[src/hw/qam_map_pkg.sv]
// Shared widths, limits and gain table for the constellation mapper
`default_nettype none
package qam_map_pkg;
	localparam int NB_W        = 4;
	localparam int BITS_W      = 15;
	localparam int COORD_W     = 16;
	localparam int SCALE_W     = 16;
	localparam int LOW_W       = 8;
	localparam int TOP_W       = 5;
	localparam int SCALE_SHIFT = 2;
	localparam logic [NB_W-1:0] BMAX_MIN = 4'h8;
	localparam logic [NB_W-1:0] BMAX_MAX = 4'hF;
	localparam logic [NB_W-1:0] NB_ONE   = 4'h1;
	localparam logic [NB_W-1:0] NB_THREE = 4'h3;
	localparam logic [NB_W-1:0] NB_FIVE  = 4'h5;
	localparam logic [NB_W-1:0] NB_TWO   = 4'h2;
	localparam logic [NB_W-1:0] NB_FOUR  = 4'h4;
	localparam logic [TOP_W-1:0] LABEL_18 = 5'h12;

	typedef logic signed [COORD_W-1:0] coord_t;
	typedef logic signed [2:0]         small_t;

	// Gain per bit count: 2^15 / sqrt(mean point energy), equal RMS for all
	function automatic logic [SCALE_W-1:0] scale_of(input logic [NB_W-1:0] nb);
		logic [SCALE_W-1:0] s;
		s = 16'h0000;
		case (nb)
			4'h1: s = 16'h5A82;
			4'h2: s = 16'h5A82;
			4'h3: s = 16'h3441;
			4'h4: s = 16'h287A;
			4'h5: s = 16'h1C9F;
			4'h6: s = 16'h13C0;
			4'h7: s = 16'h0E23;
			4'h8: s = 16'h09D1;
			4'h9: s = 16'h070C;
			4'hA: s = 16'h04E7;
			4'hB: s = 16'h0385;
			4'hC: s = 16'h0273;
			4'hD: s = 16'h01C3;
			4'hE: s = 16'h013A;
			4'hF: s = 16'h00E1;
			default: s = 16'h0000;
		endcase
		return s;
	endfunction
endpackage
`default_nettype wire

[src/hw/qam_lut_if.sv]
// Carrier between the mapper and its lookup tables
`default_nettype none
interface qam_lut_if;
	logic                      en;
	logic [4:0]                addr;
	logic                      one;
	logic [1:0]                top_x;
	logic [1:0]                top_y;
	qam_map_pkg::small_t       sm_x;
	qam_map_pkg::small_t       sm_y;
	modport user (output en, output addr, output one,
		input top_x, input top_y, input sm_x, input sm_y);
	modport rom (input en, input addr, input one,
		output top_x, output top_y, output sm_x, output sm_y);
endinterface
`default_nettype wire

[src/hw/qam_constellation_mapper.sv]
// Per-tone QAM constellation mapper with gain normalisation
`default_nettype none
// Contract
// - A tone carrying a single bit is always accepted and mapped; the code maps it to the origin while the selected ceiling is out of range.
// - Each direction's bit ceiling lies in 8..15 and no tone may exceed it.
// - Each tone yields a point whose X and Y are odd integers on a grid; the code maps tones flagged on out_err to the origin instead.
// - The tone bits form an unsigned label with the top bit most significant.
// - Even sizes build X from odd bits and Y from even bits, each ending in 1.
// - For even sizes the top bit is the sign of X and the next that of Y.
// - Every size is scaled to the same RMS energy.
// - Each even size expands the smaller one by the 4n+1,4n+3 / 4n,4n+2 block.
// - Odd sizes above 3 prefix two table bits to the interleaved low bits.
// - The two table bits come from the five top label bits via a 32-entry table.
// - Larger odd sizes expand the 5-bit one by the same 2x2 block.
module qam_constellation_mapper (
	// Clock and reset
	input  wire logic                core_clk,
	input  wire logic                srst,
	// Tone input from the bit extractor
	input  wire logic                in_valid,
	output logic                     in_ready,
	input  wire logic [14:0]         in_bits,
	input  wire logic [3:0]          in_nbits,
	input  wire logic                in_dir,
	// Negotiated ceilings, 0 downstream 1 upstream
	input  wire logic [3:0]          bmax_dn,
	input  wire logic [3:0]          bmax_up,
	// Point output to the gain stage
	output logic                     out_valid,
	input  wire logic                out_ready,
	output qam_map_pkg::coord_t      out_x,
	output qam_map_pkg::coord_t      out_y,
	output qam_map_pkg::coord_t      out_pt_x,
	output qam_map_pkg::coord_t      out_pt_y,
	output logic [3:0]               out_nbits,
	output logic                     out_err,
	// Ceiling configuration outside its range
	output logic                     cfg_err
);
	qam_lut_if lut_bus ();

	logic                adv;
	logic                v1_r, v2_r, v3_r, v1_nxt, v2_nxt, v3_nxt;
	logic [15:0]         bits_r, bits_nxt;
	logic [3:0]          nb1_r, nb1_nxt, nb2_r, nb2_nxt, nb3_r, nb3_nxt;
	logic                e1_r, e1_nxt, e2_r, e2_nxt, e3_r, e3_nxt;
	logic                cfg_r, cfg_nxt;
	logic [3:0]          bmax_sel;
	logic                bmax_bad;
	logic [3:0]          m;
	logic [7:0]          xl, yl;
	logic [15:0]         xv, yv;
	logic [3:0]          sp;
	qam_map_pkg::coord_t rx, ry, rx_r, ry_r, rx_nxt, ry_nxt;
	qam_map_pkg::coord_t ox_r, oy_r, ox_nxt, oy_nxt, px_r, py_r;
	logic signed [32:0]  prod_x, prod_y;
	logic [15:0]         scl;

	qam_lut u_lut (
		.core_clk (core_clk),
		.srst     (srst),
		.lut      (lut_bus.rom)
	);

	// Sign-extend a raw two's complement field whose sign sits at bit sp
	function automatic qam_map_pkg::coord_t sext(input logic [15:0] v,
		input logic [3:0] s);
		logic [15:0] r;
		r = v;
		for (int i = 0; i < 16; i++) begin
			if (i > int'(s))
				r[i] = v[s];
		end
		return qam_map_pkg::coord_t'(r);
	endfunction

	// Whole pipeline moves together; a stalled sink holds every stage
	assign adv      = ~v3_r | out_ready;
	assign in_ready = adv;

	// Ceiling check per direction
	assign bmax_sel = in_dir ? bmax_up : bmax_dn;
	assign bmax_bad = (bmax_sel < qam_map_pkg::BMAX_MIN) ||
		(bmax_sel > qam_map_pkg::BMAX_MAX);

	// Table address: five leading label bits, or the whole small label
	assign lut_bus.en   = adv;
	assign lut_bus.one  = (in_nbits == qam_map_pkg::NB_ONE);
	assign lut_bus.addr = (in_nbits >= qam_map_pkg::NB_FIVE) ?
		5'(in_bits >> (in_nbits - qam_map_pkg::NB_FIVE)) :
		in_bits[4:0];

	// Stage one captures the tone label
	always_comb begin
		v1_nxt   = v1_r;
		bits_nxt = bits_r;
		nb1_nxt  = nb1_r;
		e1_nxt   = e1_r;
		cfg_nxt  = bmax_bad;
		if (adv) begin
			v1_nxt   = in_valid;
			bits_nxt = {1'b0, in_bits};
			nb1_nxt  = in_nbits;
			// Zero-bit tones and tones above the ceiling map to the origin
			e1_nxt   = (in_nbits == 4'h0) || bmax_bad ||
				(in_nbits > bmax_sel);
		end
	end

	always_ff @(posedge core_clk) begin
		if (srst) begin
			v1_r   <= 1'b0;
			bits_r <= 16'h0000;
			nb1_r  <= 4'h0;
			e1_r   <= 1'b0;
			cfg_r  <= 1'b0;
		end else begin
			v1_r   <= v1_nxt;
			bits_r <= bits_nxt;
			nb1_r  <= nb1_nxt;
			e1_r   <= e1_nxt;
			cfg_r  <= cfg_nxt;
		end
	end

	// Interleave the low label bits: odd ones to X, even ones to Y
	always_comb begin
		// Odd sizes keep (b-3)/2 low pairs below the two table bits
		m  = nb1_r[0] ? ((nb1_r - qam_map_pkg::NB_THREE) >> 1) : (nb1_r >> 1);
		xl = 8'h00;
		yl = 8'h00;
		for (int k = 0; k < qam_map_pkg::LOW_W; k++) begin
			if (k < int'(m)) begin
				xl[k] = bits_r[2 * k + 1];
				yl[k] = bits_r[2 * k];
			end
		end
		// Trailing 1 keeps points odd; each level adds one 2x2 block bit
		xv = {7'h00, xl, 1'b1};
		yv = {7'h00, yl, 1'b1};
		sp = m;
		if (nb1_r[0]) begin
			xv = xv | ({14'h0000, lut_bus.top_x} << (m + 4'h1));
			yv = yv | ({14'h0000, lut_bus.top_y} << (m + 4'h1));
			sp = m + 4'h2;
		end
		rx = sext(xv, sp);
		ry = sext(yv, sp);
		if (e1_r) begin
			rx = '0;
			ry = '0;
		end else if (nb1_r == qam_map_pkg::NB_ONE ||
			nb1_r == qam_map_pkg::NB_THREE) begin
			rx = qam_map_pkg::coord_t'(lut_bus.sm_x);
			ry = qam_map_pkg::coord_t'(lut_bus.sm_y);
		end
	end

	// Stage two holds the integer point; stage three the scaled one
	always_comb begin
		v2_nxt  = v2_r;
		nb2_nxt = nb2_r;
		e2_nxt  = e2_r;
		rx_nxt  = rx_r;
		ry_nxt  = ry_r;
		v3_nxt  = v3_r;
		nb3_nxt = nb3_r;
		e3_nxt  = e3_r;
		ox_nxt  = ox_r;
		oy_nxt  = oy_r;
		scl     = qam_map_pkg::scale_of(nb2_r);
		prod_x  = 33'(rx_r) * $signed({17'h00000, scl});
		prod_y  = 33'(ry_r) * $signed({17'h00000, scl});
		if (adv) begin
			v2_nxt  = v1_r;
			nb2_nxt = nb1_r;
			e2_nxt  = e1_r;
			rx_nxt  = rx;
			ry_nxt  = ry;
			v3_nxt  = v2_r;
			nb3_nxt = nb2_r;
			e3_nxt  = e2_r;
			// Q2.13 output; the shift keeps headroom for the largest grid
			ox_nxt  = prod_x[qam_map_pkg::SCALE_SHIFT +: 16];
			oy_nxt  = prod_y[qam_map_pkg::SCALE_SHIFT +: 16];
		end
	end

	always_ff @(posedge core_clk) begin
		if (srst) begin
			v2_r  <= 1'b0;
			nb2_r <= 4'h0;
			e2_r  <= 1'b0;
			rx_r  <= '0;
			ry_r  <= '0;
			v3_r  <= 1'b0;
			nb3_r <= 4'h0;
			e3_r  <= 1'b0;
			ox_r  <= '0;
			oy_r  <= '0;
			px_r  <= '0;
			py_r  <= '0;
		end else begin
			v2_r  <= v2_nxt;
			nb2_r <= nb2_nxt;
			e2_r  <= e2_nxt;
			rx_r  <= rx_nxt;
			ry_r  <= ry_nxt;
			v3_r  <= v3_nxt;
			nb3_r <= nb3_nxt;
			e3_r  <= e3_nxt;
			ox_r  <= ox_nxt;
			oy_r  <= oy_nxt;
			px_r  <= adv ? rx_r : px_r;
			py_r  <= adv ? ry_r : py_r;
		end
	end

	assign out_valid = v3_r;
	assign out_x     = ox_r;
	assign out_y     = oy_r;
	assign out_pt_x  = px_r;
	assign out_pt_y  = py_r;
	assign out_nbits = nb3_r;
	assign out_err   = e3_r;
	assign cfg_err   = cfg_r;
endmodule
`default_nettype wire

[src/hw/qam_lut.sv]
// Registered lookup of the 5-bit top-bit table and the 1- and 3-bit points
`default_nettype none
module qam_lut (
	// Clock and reset
	input  wire logic   core_clk,
	input  wire logic   srst,
	// Table port
	qam_lut_if.rom      lut
);
	logic [3:0]          top_nxt, top_r;
	qam_map_pkg::small_t sx_nxt, sy_nxt, sx_r, sy_r;

	// Top two bits of X then Y, indexed by the five leading label bits
	function automatic logic [3:0] top_of(input logic [4:0] a);
		logic [3:0] t;
		t = 4'h0;
		case (a)
			5'h00, 5'h01, 5'h02, 5'h03: t = 4'h0;
			5'h04, 5'h05, 5'h06, 5'h07: t = 4'h3;
			5'h08, 5'h09, 5'h0A, 5'h0B: t = 4'hC;
			5'h0C, 5'h0D, 5'h0E, 5'h0F: t = 4'hF;
			5'h10, 5'h11:               t = 4'h4;
			5'h12, 5'h13:               t = 4'h8;
			5'h14, 5'h16:               t = 4'h1;
			5'h15, 5'h17:               t = 4'h2;
			5'h18, 5'h1A:               t = 4'hD;
			5'h19, 5'h1B:               t = 4'hE;
			5'h1C, 5'h1D:               t = 4'h7;
			default:                    t = 4'hB;
		endcase
		return t;
	endfunction

	// Next table outputs; small points cover the 1- and 3-bit tones
	always_comb begin
		top_nxt = top_of(lut.addr);
		sx_nxt  = 3'sh1;
		sy_nxt  = 3'sh1;
		if (lut.one) begin
			sx_nxt = lut.addr[0] ? -3'sh1 : 3'sh1;
			sy_nxt = lut.addr[0] ? -3'sh1 : 3'sh1;
		end else begin
			case (lut.addr[2:0])
				3'h0: begin sx_nxt = 3'sh1;  sy_nxt = 3'sh1;  end
				3'h1: begin sx_nxt = 3'sh1;  sy_nxt = -3'sh1; end
				3'h2: begin sx_nxt = -3'sh1; sy_nxt = 3'sh1;  end
				3'h3: begin sx_nxt = -3'sh1; sy_nxt = -3'sh1; end
				3'h4: begin sx_nxt = -3'sh3; sy_nxt = 3'sh1;  end
				3'h5: begin sx_nxt = 3'sh1;  sy_nxt = 3'sh3;  end
				3'h6: begin sx_nxt = -3'sh1; sy_nxt = -3'sh3; end
				default: begin sx_nxt = 3'sh3; sy_nxt = -3'sh1; end
			endcase
		end
	end

	// Read data held while the pipeline stalls
	always_ff @(posedge core_clk) begin
		if (srst) begin
			top_r <= 4'h0;
			sx_r  <= 3'sh1;
			sy_r  <= 3'sh1;
		end else if (lut.en) begin
			top_r <= top_nxt;
			sx_r  <= sx_nxt;
			sy_r  <= sy_nxt;
		end
	end

	assign lut.top_x = top_r[3:2];
	assign lut.top_y = top_r[1:0];
	assign lut.sm_x  = sx_r;
	assign lut.sm_y  = sy_r;
endmodule
`default_nettype wire

[config.mk]
export PLATFORM = sky130hd
export DESIGN_NAME = qam_constellation_mapper
export DESIGN_NICKNAME = d
export VERILOG_FILES = /design/src/hw/qam_map_pkg.sv /design/src/hw/qam_lut_if.sv /design/src/hw/qam_constellation_mapper.sv /design/src/hw/qam_lut.sv
export SDC_FILE = /design/constraint.sdc
export NUM_CORES = 1
export LEC_CHECK = 0
export BUFFER_PORTS_ARGS = -buffer_cell sky130_fd_sc_hd__buf_4
export CAP_MARGIN = 20
export CORE_UTILIZATION = 30
export CTS_CLUSTER_SIZE = 14
export DETAILED_ROUTE_END_ITERATION = 6
export PLACE_DENSITY = 0.48
export SLEW_MARGIN = 10
export SYNTH_ARGS = -nofsm -noshare
export SYNTH_HDL_FRONTEND = slang
export SYNTH_SLANG_ARGS = --single-unit
[constraint.sdc]
create_clock -name core_clk -period 5.5 [get_ports core_clk]
set_input_delay 0.275 -clock core_clk [delete_from_list [all_inputs] [get_ports core_clk]]
set_output_delay 0.275 -clock core_clk [all_outputs]
set_load 0.02 [all_outputs]
==> impl_metrics.py <==
metrics = {
    "run_status": {
        "status": "finished, final reports clean",
    },
    "routing": {
        "dr.pass1.iters": 5,
        "drc": 0,
        "via_per_inst": 4.817,
        "num_vias": 14850,
        "ant_nets": 0,
        "wl_per_cell_um": 18.93,
        "wl_um": 58350,
        "drt_iter0_markers": 798,
    },
    "synthesis": {
        "async_reset_ff_frac": 0,
        "synthCells": 2143,
        "synth_top_area_frac": 0.2439,
        "yosysTopAreaCell": "fa_1",
        "ys.flop_type": "dfxtp_1",
        "synth_seq_cells": 150,
        "seq_area_frac_synth": 0.1726,
        "syn_area_mm2": 0.01740,
        "synth_cell_types": 73,
        "synth_nets": 2534,
        "yosysWarnings": 0,
        "synth_area_per_cell_um2": 8.121,
        "synth_edf_count": 0,
        "synth.area.top_cells": "fa_1 24%, dfxtp_1 17%, ha_1 11%",
    },
    "pwr": {
        "p_clk_frac": 0.248,
        "p_int_w": 0.002859,
        "combPwrFrac": 0.469,
        "power_w": 0.004993,
        "p_switching_w": 0.002133,
        "ir_worst_vdd_mv": 0.1999,
        "swShare": 0.4273,
        "leakage_nw": 9.556,
        "power_density_mw_per_mm2": 238.9,
        "power_frac_seq": 0.283,
    },
    "global_routing": {
        "grt_overflow": 0,
        "grt_pass1_vias": 15620,
        "gr-max-usage-layer": "met2",
        "antenna_found_initial": 0,
        "met3_usage": 0.03063,
        "grt_pass1_wl_um": 90460,
        "grt.total_usage": 0.2003,
        "grt_start_max_net_pins": 79,
        "met2_usage": 0.3353,
        "grtUsageMet1": 0.2591,
    },
    "timing": {
        "finalHoldViolCount": 0,
        "finalSetupViolations": 0,
        "holdWs_ns": 0.05954,
        "fin_skew_ns": 0.01938,
        "finalCritPeriodShare": 0.9851,
        "max_slew.worst_pin.slew_ns": 1.119,
        "fin_crit_ns": 5.418,
        "slew_headroom": 0.2510,
        "setup-tns-final_ns": 0,
        "final_max_slew_viol_count": 0,
        "max_freq_mhz": 184.6,
        "rsz0062_at_grt": "yes",
    },
    "finish": {
        "drive_gt1_frac": 0.1776,
        "diodes": 0,
        "nFillCells": 5965,
        "fin_nets": 2704,
        "final_cell_area_mm2": 0.02090,
        "area_delta_synth_final_pct": 20.09,
        "fin_cells": 3082,
    },
    "min_path": {
        "min-delay-path-class": "in -> reg",
        "hold_path.startpoint": "in_valid",
        "hold_depth": 3,
        "whs_endpoint": "v1_r",
    },
    "setup_path": {
        "ff2ff_path_depth": 21,
        "cp_top_family": "adder cells",
        "reg2reg_from": "scl[5]",
        "critPathLaunchType": "flip-flop",
        "cp.required_ns": 5.89,
        "max_stage_delay_ns": 0.55,
        "path_max_fanout": 6,
        "cp-startpoint": "scl[5]",
        "reg2reg_setup_slack_ns": 0.08,
        "cp.arrival_ns": 5.81,
        "critical_path_class": "reg -> reg",
        "end_kind": "flip-flop",
        "r2r_end": "out_x[15]",
        "worst-path-buf-inv": 5,
        "crit_chain": "buf_6 > and2_1 > fa_2 > inv_1 > fa_2 > fa_2 > fa_1 > inv_1 > fa_1 > inv_1 > fa_1 > inv_2 > ha_4 > and3_4 > a21oi_2 > o31ai_2 > or4_4 > nand3_2 > nand4b_1 > xnor2_1 > a22o_1",
        "slowest_stage": "fa_2",
    },
    "clock_tree": {
        "cts_tree": "built",
        "cts-htree-levels": 4,
        "cts_max_path_buffers": 2,
        "cts_hold_buffers": 0,
        "clkLatencyLatePin_ns": 0.49,
        "numCtsBuffers": 17,
        "clk_pin_slew_ns": 0.08,
        "cts_num_sinks": 150,
        "cts_root_buffer": "clkbuf_16",
    },
    "floorplan": {
        "die-area_mm2": 0.05898,
        "dieHeight_um": 242.9,
        "core_area_mm2": 0.05682,
        "ioPinCount": 104,
        "initial_core_util": 0.3063,
        "fp.dieW_um": 242.9,
        "num_rows": 87,
    },
    "placement": {
        "routabilityCongestion": 0.8795,
        "hpwl_um": 47500,
        "dpl_cell_area_mm2": 0.01991,
        "io_buffers": 103,
        "dp_cells": 3039,
    },
    "job": {
        "maxCapViolCount": 0,
    },
}
## sequential cells by signal (all words and copies together), names as in the netlist, 14 cells and up
name / flops
out_pt_y: 15
bits_r: 14
out_x: 16
out_y: 16
rx_r: 16
scl: 15
out_pt_x: 16
ry_r: 15
## worst reg2reg max path, cell delays in order (launching register included)
cell and delay, ns:
dfxtp_4 0.39, buf_6 0.15, and2_1 0.18, fa_2 0.55, inv_1 0.05, fa_2 0.37
fa_2 0.35, fa_1 0.48, inv_1 0.05, fa_1 0.54, inv_1 0.05, fa_1 0.49
inv_2 0.05, ha_4 0.22, and3_4 0.15, a21oi_2 0.13, o31ai_2 0.09, or4_4 0.51
nand3_2 0.10, nand4b_1 0.12, xnor2_1 0.14, a22o_1 0.17
## synth_stat cells (18+ instances only)
cell      number
nand2_1      419
inv_1        322
fa_1         212
a21oi_1      155
dfxtp_1      150
ha_1         147
and2_1       130
clkbuf_1     108
nor2_1        67
o21ai_0       65
xnor2_1       64
a211oi_1      25
nand3_1       19
mux2i_1       18
nand2b_1      18
## stage by stage
step	util	setup slack, ns
after floorplan	-	-0.003580
after global placement	0.3504	-0.1603
after detailed placement	0.3504	-0.2221
after CTS	0.3633	0.003067
after global routing	0.3678	-0.1562
final	0.3678	0.08207
## layout make-up
cell class | count | area, um2 | area share
tap | 756 | 945.9 | 0.04526
clock buffer | 17 | 425.4 | 0.02036
multi-input combinational | 1538 | 12890 | 0.6170
sequential | 150 | 3055 | 0.1462
clock inverter | 15 | 188.9 | 0.009040
timing repair buffer | 282 | 2172 | 0.1039
inverter | 324 | 1217 | 0.05825
## cells by family after synthesis
kind of cell,after synthesis,share of synthesized area
flops,150,0.1726
xor+xnor,83,0.04307
fa+ha+maj,359,0.3496
compound gates,356,0.1258
buf+inv,455,0.09929
mux,31,0.02524
simple gates,709,0.1845
## worst max path at each step
stage | slack (ns) | endpoint | depth (start not counted)
finish | 0.08 | out_x[15] | 21
global route | -0.16 | out_x[12] | 22
CTS | 0.003 | out_y[15] | 19
detailed placement | -0.22 | out_x[12] | 22
global placement | -0.16 | out_x[12] | 22
floorplan | -0.004 | out_y[15] | 21
## routing by layer
| layer | vias up | routed length (um) |
|---|---|---|
| li1 | 7142 | - |
| met1 | 7288 | 26110 |
| met2 | 320 | 27840 |
| met3 | 97 | 2291 |
| met4 | 0 | 2098 |
| met5 | - | 0 |
## repair_timing
item,4_1_cts,5_1_grt
pin swaps,10,35
gates resized for setup,35,57
endpoints found under the setup margin,8,11
buffers inserted,4,6
## layout by cell type (no fill, tap or decap), types with 5 or more instances in the layout
master     instances
mux4_2            10
mux2i_1           18
and3_1             6
a22o_1             7
fa_1             204
a31oi_1           10
buf_6              8
o211ai_1           9
o21a_1             9
a211oi_1          24
o21ai_0           61
clkbuf_16         17
nor2b_1            8
a21oi_2            5
dfxtp_2           12
and2_1           129
nand2_1          419
a21o_1            11
inv_8              5
nor3_1            15
a221oi_1           5
inv_1            316
ha_1             140
xor2_1            16
fa_2               8
inv_2              7
dfxtp_4           10
nand3_1           18
ha_4               7
a32oi_1            5
a21oi_1          150
buf_4            272
nor2_1            65
dfxtp_1          128
xnor2_1           63
nand2b_1          18
## power groups by stage
| stage | Combinational [W] | Sequential, W | Clock (W) |
|---|---|---|---|
| CTS | 0.00231 | 0.00141 | 0.00128 |
| global route | 0.00259 | 0.00143 | 0.00131 |
| detailed placement | 0.00228 | 0.00143 | 0 |
| global placement | 0.00227 | 0.00143 | 0 |
| floorplan | 0.00127 | 0.00142 | 0 |
| finish | 0.00234 | 0.00141 | 0.00124 |
Power figures use the tool's default switching activity.
